## src/include/dcfs_cfg.svh

```systemverilog
// timing and threshold constants of the duty-cycled field switch sequencer
`ifndef DCFS_CFG_SVH
`define DCFS_CFG_SVH

// -----------------------------------------------------------------------------
// clock
// -----------------------------------------------------------------------------
`define DCFS_CLK_PERIOD_NS 50

// -----------------------------------------------------------------------------
// phase timing
// -----------------------------------------------------------------------------
`define DCFS_OP_TIME_US 50
`define DCFS_OP_CYC ((`DCFS_OP_TIME_US * 1000) / `DCFS_CLK_PERIOD_NS)
`define DCFS_STB_TIME_MS 130
`define DCFS_STB_CYC ((`DCFS_STB_TIME_MS * 1000000) / `DCFS_CLK_PERIOD_NS)
`define DCFS_STU_TIME_US 12
`define DCFS_STU_CYC ((`DCFS_STU_TIME_US * 1000) / `DCFS_CLK_PERIOD_NS)
// comparison starts this many cycles before the operating phase ends
`define DCFS_CMP_LEAD 8

// -----------------------------------------------------------------------------
// switching points, sensor codes, magnitudes
// -----------------------------------------------------------------------------
`define DCFS_OPERATE_TH 100
`define DCFS_RELEASE_TH 80

// -----------------------------------------------------------------------------
// reset values
// -----------------------------------------------------------------------------
`define DCFS_ACTIVE_RST 1'h0
`define DCFS_OE_N_RST 1'h1

`endif

```

## src/include/dcfs_pkg.sv

```systemverilog
// types of the duty-cycled field switch sequencer
package dcfs_pkg;

   typedef enum logic [0:0] {
      DCFS_OPERATE,
      DCFS_STANDBY
   } dcfs_phase_t;

   typedef enum logic [2:0] {
      DCFS_IDLE,
      DCFS_Q_OPS,
      DCFS_Q_OPN,
      DCFS_Q_RPS,
      DCFS_Q_RPN,
      DCFS_DONE
   } dcfs_step_t;

endpackage

```

## src/include/dcfs_cmp_if.sv

```systemverilog
// link between the sequencer and the threshold comparator
`timescale 1ns/1ps
interface dcfs_cmp_if #(
   parameter int unsigned FIELD_W = 12
);
   logic start;
   logic signed [FIELD_W-1:0] field;
   logic done;
   logic active;

   modport seq (
      output start,
      output field,
      input done,
      input active
   );

   modport cmp (
      input start,
      input field,
      output done,
      output active
   );
endinterface

```

## src/rtl/dcfs_seq.sv

```systemverilog
// duty-cycled field switch sequencer and open-drain output latch
`timescale 1ns/1ps
`include "dcfs_cfg.svh"
module dcfs_seq #(
   parameter int unsigned STB_CYC = `DCFS_STB_CYC,
   parameter int unsigned CNT_W = 22,
   parameter int unsigned FIELD_W = 12
)(
   input wire logic sys_clk,
   input wire logic rst_n,
   input wire logic polarity_select,
   input wire logic supply_ready,
   input wire logic signed [FIELD_W-1:0] field_sample,
   output logic sense_power_en,
   output logic q_out,
   output logic q_oe_n,
   output logic q_valid
);

   // -----------------------------------------------------------------------------
   // constants
   // -----------------------------------------------------------------------------
   localparam logic [CNT_W-1:0] OP_LAST = CNT_W'(`DCFS_OP_CYC - 1);
   localparam logic [CNT_W-1:0] CMP_AT = CNT_W'(`DCFS_OP_CYC - 1 - `DCFS_CMP_LEAD);
   localparam logic [CNT_W-1:0] STB_LAST = CNT_W'(STB_CYC - 1);
   localparam logic [CNT_W-1:0] STU_LAST = CNT_W'(`DCFS_STU_CYC - 1);

   // -----------------------------------------------------------------------------
   // pin synchronisers
   // -----------------------------------------------------------------------------
   logic pol_meta_q;
   logic pol_q;
   logic sup_meta_q;
   logic sup_q;

   always_ff @(posedge sys_clk or negedge rst_n)
   begin
      if (!rst_n)
      begin
         pol_meta_q <= 1'h1;
         pol_q <= 1'h1;
         sup_meta_q <= 1'h0;
         sup_q <= 1'h0;
      end
      else
      begin
         pol_meta_q <= polarity_select;
         pol_q <= pol_meta_q;
         sup_meta_q <= supply_ready;
         sup_q <= sup_meta_q;
      end
   end

   // -----------------------------------------------------------------------------
   // phase sequencer
   // -----------------------------------------------------------------------------
   dcfs_pkg::dcfs_phase_t phase_q;
   logic [CNT_W-1:0] cnt_q;
   logic op_end;
   logic stb_end;

   assign op_end = (phase_q == dcfs_pkg::DCFS_OPERATE) && (cnt_q == OP_LAST);
   assign stb_end = (phase_q == dcfs_pkg::DCFS_STANDBY) && (cnt_q == STB_LAST);

   always_ff @(posedge sys_clk or negedge rst_n)
   begin
      if (!rst_n)
      begin
         phase_q <= dcfs_pkg::DCFS_OPERATE;
         cnt_q <= '0;
      end
      else
      begin
         case (phase_q)
            dcfs_pkg::DCFS_OPERATE:
            begin
               if (op_end)
               begin
                  phase_q <= dcfs_pkg::DCFS_STANDBY;
                  cnt_q <= '0;
               end
               else
                  cnt_q <= cnt_q + 1'h1;
            end
            dcfs_pkg::DCFS_STANDBY:
            begin
               if (stb_end)
               begin
                  phase_q <= dcfs_pkg::DCFS_OPERATE;
                  cnt_q <= '0;
               end
               else
                  cnt_q <= cnt_q + 1'h1;
            end
            default:
            begin
               phase_q <= dcfs_pkg::DCFS_OPERATE;
               cnt_q <= '0;
            end
         endcase
      end
   end

   // sensing path powered only while operating
   assign sense_power_en = (phase_q == dcfs_pkg::DCFS_OPERATE);

   // -----------------------------------------------------------------------------
   // comparator
   // -----------------------------------------------------------------------------
   dcfs_cmp_if #(.FIELD_W(FIELD_W)) cmp_link ();

   // late in the phase so the sensing path has settled
   assign cmp_link.start = (phase_q == dcfs_pkg::DCFS_OPERATE) && (cnt_q == CMP_AT);
   assign cmp_link.field = field_sample;

   dcfs_cmp #(
      .FIELD_W(FIELD_W)
   ) u_cmp (
      .sys_clk(sys_clk),
      .rst_n(rst_n),
      .cmp(cmp_link)
   );

   // -----------------------------------------------------------------------------
   // start-up tracking
   // -----------------------------------------------------------------------------
   logic in_window_q;
   logic [CNT_W-1:0] stu_cnt_q;
   logic fast_q;
   logic first_done_q;
   logic valid_q;

   always_ff @(posedge sys_clk or negedge rst_n)
   begin
      if (!rst_n)
      begin
         in_window_q <= 1'h1;
         stu_cnt_q <= '0;
      end
      else if (in_window_q)
      begin
         if (stu_cnt_q == STU_LAST)
            in_window_q <= 1'h0;
         stu_cnt_q <= stu_cnt_q + 1'h1;
      end
   end

   // supply seen inside the window makes the first result trustworthy
   always_ff @(posedge sys_clk or negedge rst_n)
   begin
      if (!rst_n)
         fast_q <= 1'h0;
      else if (in_window_q && sup_q)
         fast_q <= 1'h1;
   end

   always_ff @(posedge sys_clk or negedge rst_n)
   begin
      if (!rst_n)
      begin
         first_done_q <= 1'h0;
         valid_q <= 1'h0;
      end
      else if (op_end)
      begin
         first_done_q <= 1'h1;
         if (fast_q || first_done_q)
            valid_q <= 1'h1;
      end
   end

   // -----------------------------------------------------------------------------
   // output latch and open-drain stage
   // -----------------------------------------------------------------------------
   logic oe_n_q;

   logic decided_q;

   // held from the done pulse, so a half-finished decision never reaches the pin
   always_ff @(posedge sys_clk or negedge rst_n)
   begin
      if (!rst_n)
         decided_q <= `DCFS_ACTIVE_RST;
      else if (cmp_link.done)
         decided_q <= cmp_link.active;
   end

   // select sampled only at the latch point; it is meant to be strapped
   always_ff @(posedge sys_clk or negedge rst_n)
   begin
      if (!rst_n)
         oe_n_q <= `DCFS_OE_N_RST;
      else if (op_end)
         oe_n_q <= (decided_q != pol_q);
   end
   // no other load: value held through standby

   assign q_out = 1'h0;
   assign q_oe_n = oe_n_q;
   assign q_valid = valid_q;

endmodule

```

## src/rtl/dcfs_cmp.sv

```systemverilog
// sequential omnipolar threshold comparator with hysteresis
`timescale 1ns/1ps
`include "dcfs_cfg.svh"
module dcfs_cmp #(
   parameter int unsigned FIELD_W = 12,
   parameter logic [FIELD_W-1:0] OPERATE_TH = FIELD_W'(`DCFS_OPERATE_TH),
   parameter logic [FIELD_W-1:0] RELEASE_TH = FIELD_W'(`DCFS_RELEASE_TH)
)(
   input wire logic sys_clk,
   input wire logic rst_n,
   dcfs_cmp_if.cmp cmp
);

   // -----------------------------------------------------------------------------
   // state
   // -----------------------------------------------------------------------------
   dcfs_pkg::dcfs_step_t step_q;
   logic signed [FIELD_W-1:0] field_q;
   logic ops_q;
   logic opn_q;
   logic rps_q;
   logic rpn_q;
   logic active_q;
   logic done_q;

   // field at or beyond th on the chosen side; th is a magnitude
   function automatic logic beyond(input logic signed [FIELD_W-1:0] f, input logic [FIELD_W-1:0] th,
                                   input logic north);
      logic signed [FIELD_W:0] fx;
      logic signed [FIELD_W:0] tx;
      fx = {f[FIELD_W-1], f};
      tx = {1'h0, th};
      if (north)
         beyond = (fx <= -tx);
      else
         beyond = (fx >= tx);
   endfunction

   // -----------------------------------------------------------------------------
   // one switching point questioned per cycle
   // -----------------------------------------------------------------------------
   always_ff @(posedge sys_clk or negedge rst_n)
   begin
      if (!rst_n)
      begin
         step_q <= dcfs_pkg::DCFS_IDLE;
         field_q <= '0;
         ops_q <= 1'h0;
         opn_q <= 1'h0;
         rps_q <= 1'h0;
         rpn_q <= 1'h0;
      end
      else
      begin
         case (step_q)
            dcfs_pkg::DCFS_IDLE:
            begin
               if (cmp.start)
               begin
                  field_q <= cmp.field;
                  step_q <= dcfs_pkg::DCFS_Q_OPS;
               end
            end
            dcfs_pkg::DCFS_Q_OPS:
            begin
               ops_q <= beyond(field_q, OPERATE_TH, 1'h0);
               step_q <= dcfs_pkg::DCFS_Q_OPN;
            end
            dcfs_pkg::DCFS_Q_OPN:
            begin
               opn_q <= beyond(field_q, OPERATE_TH, 1'h1);
               step_q <= dcfs_pkg::DCFS_Q_RPS;
            end
            dcfs_pkg::DCFS_Q_RPS:
            begin
               rps_q <= beyond(field_q, RELEASE_TH, 1'h0);
               step_q <= dcfs_pkg::DCFS_Q_RPN;
            end
            dcfs_pkg::DCFS_Q_RPN:
            begin
               rpn_q <= beyond(field_q, RELEASE_TH, 1'h1);
               step_q <= dcfs_pkg::DCFS_DONE;
            end
            dcfs_pkg::DCFS_DONE:
               step_q <= dcfs_pkg::DCFS_IDLE;
            default:
               step_q <= dcfs_pkg::DCFS_IDLE;
         endcase
      end
   end

   // -----------------------------------------------------------------------------
   // decision with hysteresis
   // -----------------------------------------------------------------------------
   always_ff @(posedge sys_clk or negedge rst_n)
   begin
      if (!rst_n)
      begin
         active_q <= `DCFS_ACTIVE_RST;
         done_q <= 1'h0;
      end
      else
      begin
         done_q <= (step_q == dcfs_pkg::DCFS_DONE);
         if (step_q == dcfs_pkg::DCFS_DONE)
         begin
            if (active_q)
               active_q <= rps_q | rpn_q;
            else
               active_q <= ops_q | opn_q;
         end
      end
   end

   assign cmp.done = done_q;
   assign cmp.active = active_q;

endmodule

```

## config.mk

```make
export PLATFORM = sky130hd
export DESIGN_NAME = dcfs_seq
export DESIGN_NICKNAME = d
export VERILOG_FILES = /design/src/include/dcfs_pkg.sv /design/src/include/dcfs_cmp_if.sv /design/src/rtl/dcfs_seq.sv /design/src/rtl/dcfs_cmp.sv
export VERILOG_INCLUDE_DIRS = /design/src /design/src/include
export SDC_FILE = /design/constraint.sdc
export NUM_CORES = 1
export LEC_CHECK = 0
export BUFFER_PORTS_ARGS = -buffer_cell sky130_fd_sc_hd__buf_2
export CAP_MARGIN = 20
export CORE_ASPECT_RATIO = 0.9
export CORE_MARGIN = 2
export CORE_UTILIZATION = 35
export DETAILED_ROUTE_END_ITERATION = 6
export PLACE_DENSITY_LB_ADDON = 0.1
export RECOVER_POWER = 100
export SLEW_MARGIN = 20
export SYNTH_ARGS = -nofsm -noshare
export SYNTH_HDL_FRONTEND = slang
export SYNTH_SLANG_ARGS = --single-unit
```

## constraint.sdc

```tcl
create_clock -name sys_clk -period 2.3 [get_ports sys_clk]
set_input_delay 0.345 -clock sys_clk [delete_from_list [all_inputs] [get_ports sys_clk]]
set_output_delay 0.345 -clock sys_clk [all_outputs]
set_load 0.005 [all_outputs]
```

Word-level counts from Yosys, hierarchy flattened
Index checks and enable logic that the tools add are counted.
Widths: inputs -> output; s select.
{ "totals": {"rom_bits": 0, "mem_bits_rw": 0, "memories": 0, "ff_bits": 76, "latch_bits": 0} }
{ "classes": {"bitwise": 3, "shifts": 0, "n_reduce_logical": 8, "div_mod_pow": 0, "mul": 0, "order_cmp": 4, "muxes": 11, "n_addsub": 2, "n_eq_ne": 11} }
{ "ops": {"columns": ["cell", "n"], "rows": [
  ["$add 22x1->22 const B", 2],
  ["$eq 22x10->1 const B", 2],
  ["$mux 22", 2],
  ["$pmux 22 s2", 1],
  ["$ge 12x8->1 const B", 2],
  ["$le 12x8->1 const B", 2],
  ["$eq 22x22->1 const B", 1],
  ["$eq 22x8->1 const B", 1],
  ["$pmux 3 s5", 1],
  ["$eq 3x2->1 const B", 2],
  ["$eq 3x3->1 const B", 2],
  ["$mux 1", 5],
  ["$logic_and 1x1->1", 4],
  ["$reduce_and 2->1", 2],
  ["$eq 3x1->1 const B", 1],
  ["$logic_not 3->1", 1],
  ["$mux 3", 1],
  ["$ne 2x2->1 const B", 1],
  ["$or 1x1->1", 2],
  ["$pmux 1 s2", 1],
  ["$logic_or 1x1->1", 1],
  ["$ne 1x1->1", 1],
  ["$not 1->1", 1]
]} }

Longest topological paths before layout
{ "logic_depth": {"ltp_word": 4, "mapped_depth": 6, "depth_no_buf": 5} }

By module
A second synthesis with hierarchy kept.
{ "hier_totals": {"hier_cells": 303, "area_unflattened_um2": 3579.7} }
{ "by_module_without_submodules": {"columns": ["mod", "cells_per_inst", "n_inst", "area_per_inst_um2", "seq_area_each_um2"], "rows": [
  ["dcfs_seq", 228, 1, 2570.0, 1381.3],
  ["dcfs_cmp", 75, 1, 1009.7, 525.5]
]} }

Worst setup path before layout
No wires, ideal clock.
{ "synth_timing": {"path_kind": "register -> register", "start": "reg cnt_q[12]", "end": "reg u_cmp.field_q[10]", "n_path_buf": 1, "arrival_time_ps": 1736, "stages_incl_launch_ff": 6, "setup_slack_ps": 437, "t_required_ps": 2172, "path_cell_list": "dfrtp_1 nor4_2 nand4_1 nor3_2 buf_4 mux2_1"} }
{ "synth_between": {"elab_chain_len": 3} }
{ "synth_lines": {"columns": ["element", "line_no", "source"], "rows": [
  ["from (decl)", "dcfs_seq.sv:58", "logic [CNT_W-1:0] cnt_q;"],
  ["from (signal assigned)", "dcfs_seq.sv:83", "cnt_q <= cnt_q + 1'h1;"],
  ["from (signal assigned)", "dcfs_seq.sv:93", "cnt_q <= cnt_q + 1'h1;"],
  ["$eq 22x10->1", "dcfs_seq.sv:113", "assign cmp_link.start = (phase_q == dcfs_pkg::DCFS_OPERATE) && (cnt_q == CMP_AT);"],
  ["$logic_and 1x1->1", "dcfs_seq.sv:113", null],
  ["$reduce_and 2->1 (no line)", null, null],
  ["to (signal assigned)", "dcfs_cmp.sv:60", "field_q <= cmp.field;"],
  ["to (decl)", "dcfs_cmp.sv:18", "logic signed [FIELD_W-1:0] field_q;"]
]} }
Every way passes these cells.
A chain may end at the register's enable or synchronous reset.

Worst setup path in the final report
{ "layout_timing": {"start": "reg cnt_q[16]", "end": "reg u_cmp.field_q[7]"} }
Same word-level chain as after synthesis.

==> flow_metrics.py <==
metrics = {
    "outcome": {
        "status": "finished clean",
    },
    "routing": {
        "wl_per_cell_um": 14.1,
        "route.met3.wl_um": 197,
        "postRouteAntennaNets": 0,
        "totalWireLength_um": 6560,
        "met2_length_um": 2850,
        "drtIter0Drc": 96,
        "firstDrtPassIters": 4,
        "wl_met1_um": 3400,
        "via_per_inst": 4.98,
        "via_count": 2309,
        "highest_layer": "met4",
        "drc": 0,
    },
    "setup_path": {
        "crit_type": "reg2reg",
        "crit_chain": "nor4_1 -> nand4_1 -> nor3_2 -> buf_12 -> mux2_1",
        "reg2reg_depth": 5,
        "startpoint": "cnt_q[16]",
        "setup.worst_path.end_class": "flip-flop",
        "cp.required_ns": 2.54,
        "critPathLaunchType": "flip-flop",
        "crit_fanout": 12,
        "reg2reg_from": "cnt_q[16]",
        "cp.arrival_ns": 2.31,
        "cp_slowest_stage_delay_ns": 0.46,
        "cp_slowest_cell": "nor4_1",
    },
    "logic_synthesis": {
        "synth_fa_ha_area_share_pct": 0.730,
        "synth_compound_area_share_pct": 6.10,
        "synth_mux_area_share_pct": 4.93,
        "synth-seq-cells": 76,
        "synth_seq_area_share_pct": 55.7,
        "synth.top_cell.area_share_pct": 52.6,
        "synth_edf_count": 0,
        "syn-num-nets": 323,
        "synth_cell_types": 48,
        "syn_inst": 305,
        "synth_top_area_cell": "dfrtp_1",
        "yosys_warnings": 0,
        "syn-cell-area_um2": 3430,
        "synth_xor_area_share_pct": 9.46,
        "synth.area.top_cells": "dfrtp_1 (53%), xnor2_1 (6.6%), mux2_1 (3.9%), nand4_1 (3.3%), dfstp_2 (3.1%)",
        "avgSynthCellArea_um2": 11.2,
        "yosys_most_used_dff": "dfrtp_1",
        "synth_top_family_by_area": "simple AND/OR/NAND/NOR gates",
        "async_flop_share_pct": 100,
        "synthSimpleGateAreaFrac_pct": 21.4,
    },
    "timing": {
        "fin_crit_sh_pct": 89.9,
        "setup_violations": 0,
        "fin_crit_ns": 2.07,
        "finalHoldViolCount": 0,
        "max_freq_mhz": 483,
        "relSlewSlack_pct": 25.3,
        "skew_ns": 0.00756,
        "final_max_slew_viol_count": 0,
        "worst_slew_pin_slew_ns": 1.12,
        "rsz0062_at_grt": "no",
        "fin_tns_setup_ns": 0,
    },
    "global_routing": {
        "grtUsageTotal_pct": 13.9,
        "overflow": 0,
        "grt_pass1_vias": 2333,
        "grt_antenna_before_repair": 0,
        "grt_max_degree": 57,
        "grt_pass1_wl_um": 11300,
    },
    "power_and_ir_drop": {
        "ir_drop_mv": 0.308,
        "powerDensity_nw_per_um2": 615,
        "p_total_mw": 2.39,
        "total_leakage_power_nw": 1.75,
    },
    "worst_hold_path": {
        "hold_path_depth": 1,
        "hold_class": "in2reg",
        "worstHoldStart": "supply_ready",
    },
    "placed_design": {
        "dp_hpwl_um": 4680,
        "portBuffers": 18,
        "routabilityCongestion": 0.735,
    },
    "clocking": {
        "numCtsBuffers": 9,
        "ctsLongestPathBuffers": 2,
        "clk_latency_ns": 0.35,
        "htreeDepth": 3,
        "clock_sinks": 76,
        "cts_root_buf": "clkbuf_8",
        "cts_resized": 0,
        "path_clk_slew_ns": 0.07,
        "cts_tree": "yes",
        "post_cts_buffers": 0,
    },
    "floorplan": {
        "start_util_pct": 35.6,
        "dieWidth_um": 108,
        "rows": 34,
        "dieHeight_um": 97.9,
        "dieArea_um2": 10600,
        "ioPinCount": 20,
        "core-area_um2": 9610,
    },
    "layout": {
        "diodes": 0,
        "nFillCells": 947,
        "final_common_cell": "dfrtp_1",
        "finalNetCount": 351,
        "drive_gt1_share_pct": 13.9,
        "final_cell_mix": "dfrtp_1 (72), xnor2_1 (26), nor2_1 (23)",
        "syn_to_final_growth_pct": 13.5,
    },
    "flow_run": {
        "drv_cap": 0,
    },
}
synth_stat cells, types with 3 or more instances:
master    number
nor2_1        23
nor4bb_1       3
nor3_1         6
mux2_2         3
mux2_1        12
nand3_1       14
nand2_1       20
and4_1         3
xnor2_1       26
or4_1          5
and3_1         7
a21oi_1       10
clkbuf_1       4
dfstp_2        4
nor4_1         6
o21ai_0        9
nand4_1       18
inv_1          5
or2_2          4
dfrtp_1       72
xor2_1        11
or3_1          5
timing repair:
action | CTS | global route
endpoints found under the setup margin | 0 | 0
hold endpoints to repair | 17 | 0
hold buffers | 1 | 0
layout make-up:
class                      instances  area [um^2]  area share (%)
inverter                           5         18.8           0.482
tap                              126          158            4.05
clock inverter                     4         51.3            1.32
multi-input combinational        217         1460            37.5
sequential                        76         1910            49.0
timing repair buffer              24          151            3.89
clock buffer                      12          145            3.73
metrics by stage:
stage | std cells | worst slack, ns | instance area (um^2) | utilization [%] | hold WS, ns
after floorplan | 305 | 0.437 | 3430 | - | 0.0494
after global placement | 447 | 0.268 | 3700 | 38.5 | 0.247
after detailed placement | 447 | 0.237 | 3700 | 38.5 | 0.246
after CTS | 464 | 0.224 | 3910 | 40.7 | 0.0752
after global routing | 464 | 0.116 | 3890 | 40.5 | 0.0667
final | 464 | 0.232 | 3890 | 40.5 | 0.0964
worst max-delay path: cells and delay by family, from the launching register on:
kind                   cells  cell delay, ns
AND/OR/NAND/NOR            3            1.03
flip-flops                 1            0.43
multiplexers               1            0.32
buffers and inverters      1            0.18
per-layer routing:
metal	vias to the layer above	global-route usage, %
met3	9	4.61
met5	-	0
met4	0	5.42
met1	1118	19.1
li1	1161	-
met2	21	20.3
where the power goes:
part	total [mW]	leakage, nW	internal [mW]	switching, mW
clock	1.01	0.0966	0.532	0.475
sequential	1.34	1.03	1.34	0.00115
combinational	0.0437	0.619	0.0140	0.0298
total	2.39	1.75	1.89	0.506
logic make-up (layout without fill, tap and decap cells):
family	count (synthesis)	after routing
adders and majority gates	2	2
buffers and inverters	12	45
muxes	15	15
and+or+nand+nor	128	128
other	1	1
xor gates and xnor gates	37	37
AOI/OAI and AO/OA	34	34
DFF	76	76
final timing paths:
path | to | slack, ns
hold reg to reg | sup_q | 0.35
min in group asynchronous | u_cmp.step_q[2] | 0.73
hold / removal | sup_meta_q | 0.1
max in group asynchronous | in_window_q | 0.67
setup / recovery | u_cmp.field_q[7] | 0.23
setup reg to reg | u_cmp.field_q[7] | 0.23
state kept, by name, indices dropped and copies added, names as in the netlist, 3 cells and up:
signal / count
u_cmp.step_q: 3
stu_cnt_q: 22
cnt_q: 22
u_cmp.field_q: 12
No activity file was read; power rests on OpenSTA's default activity.
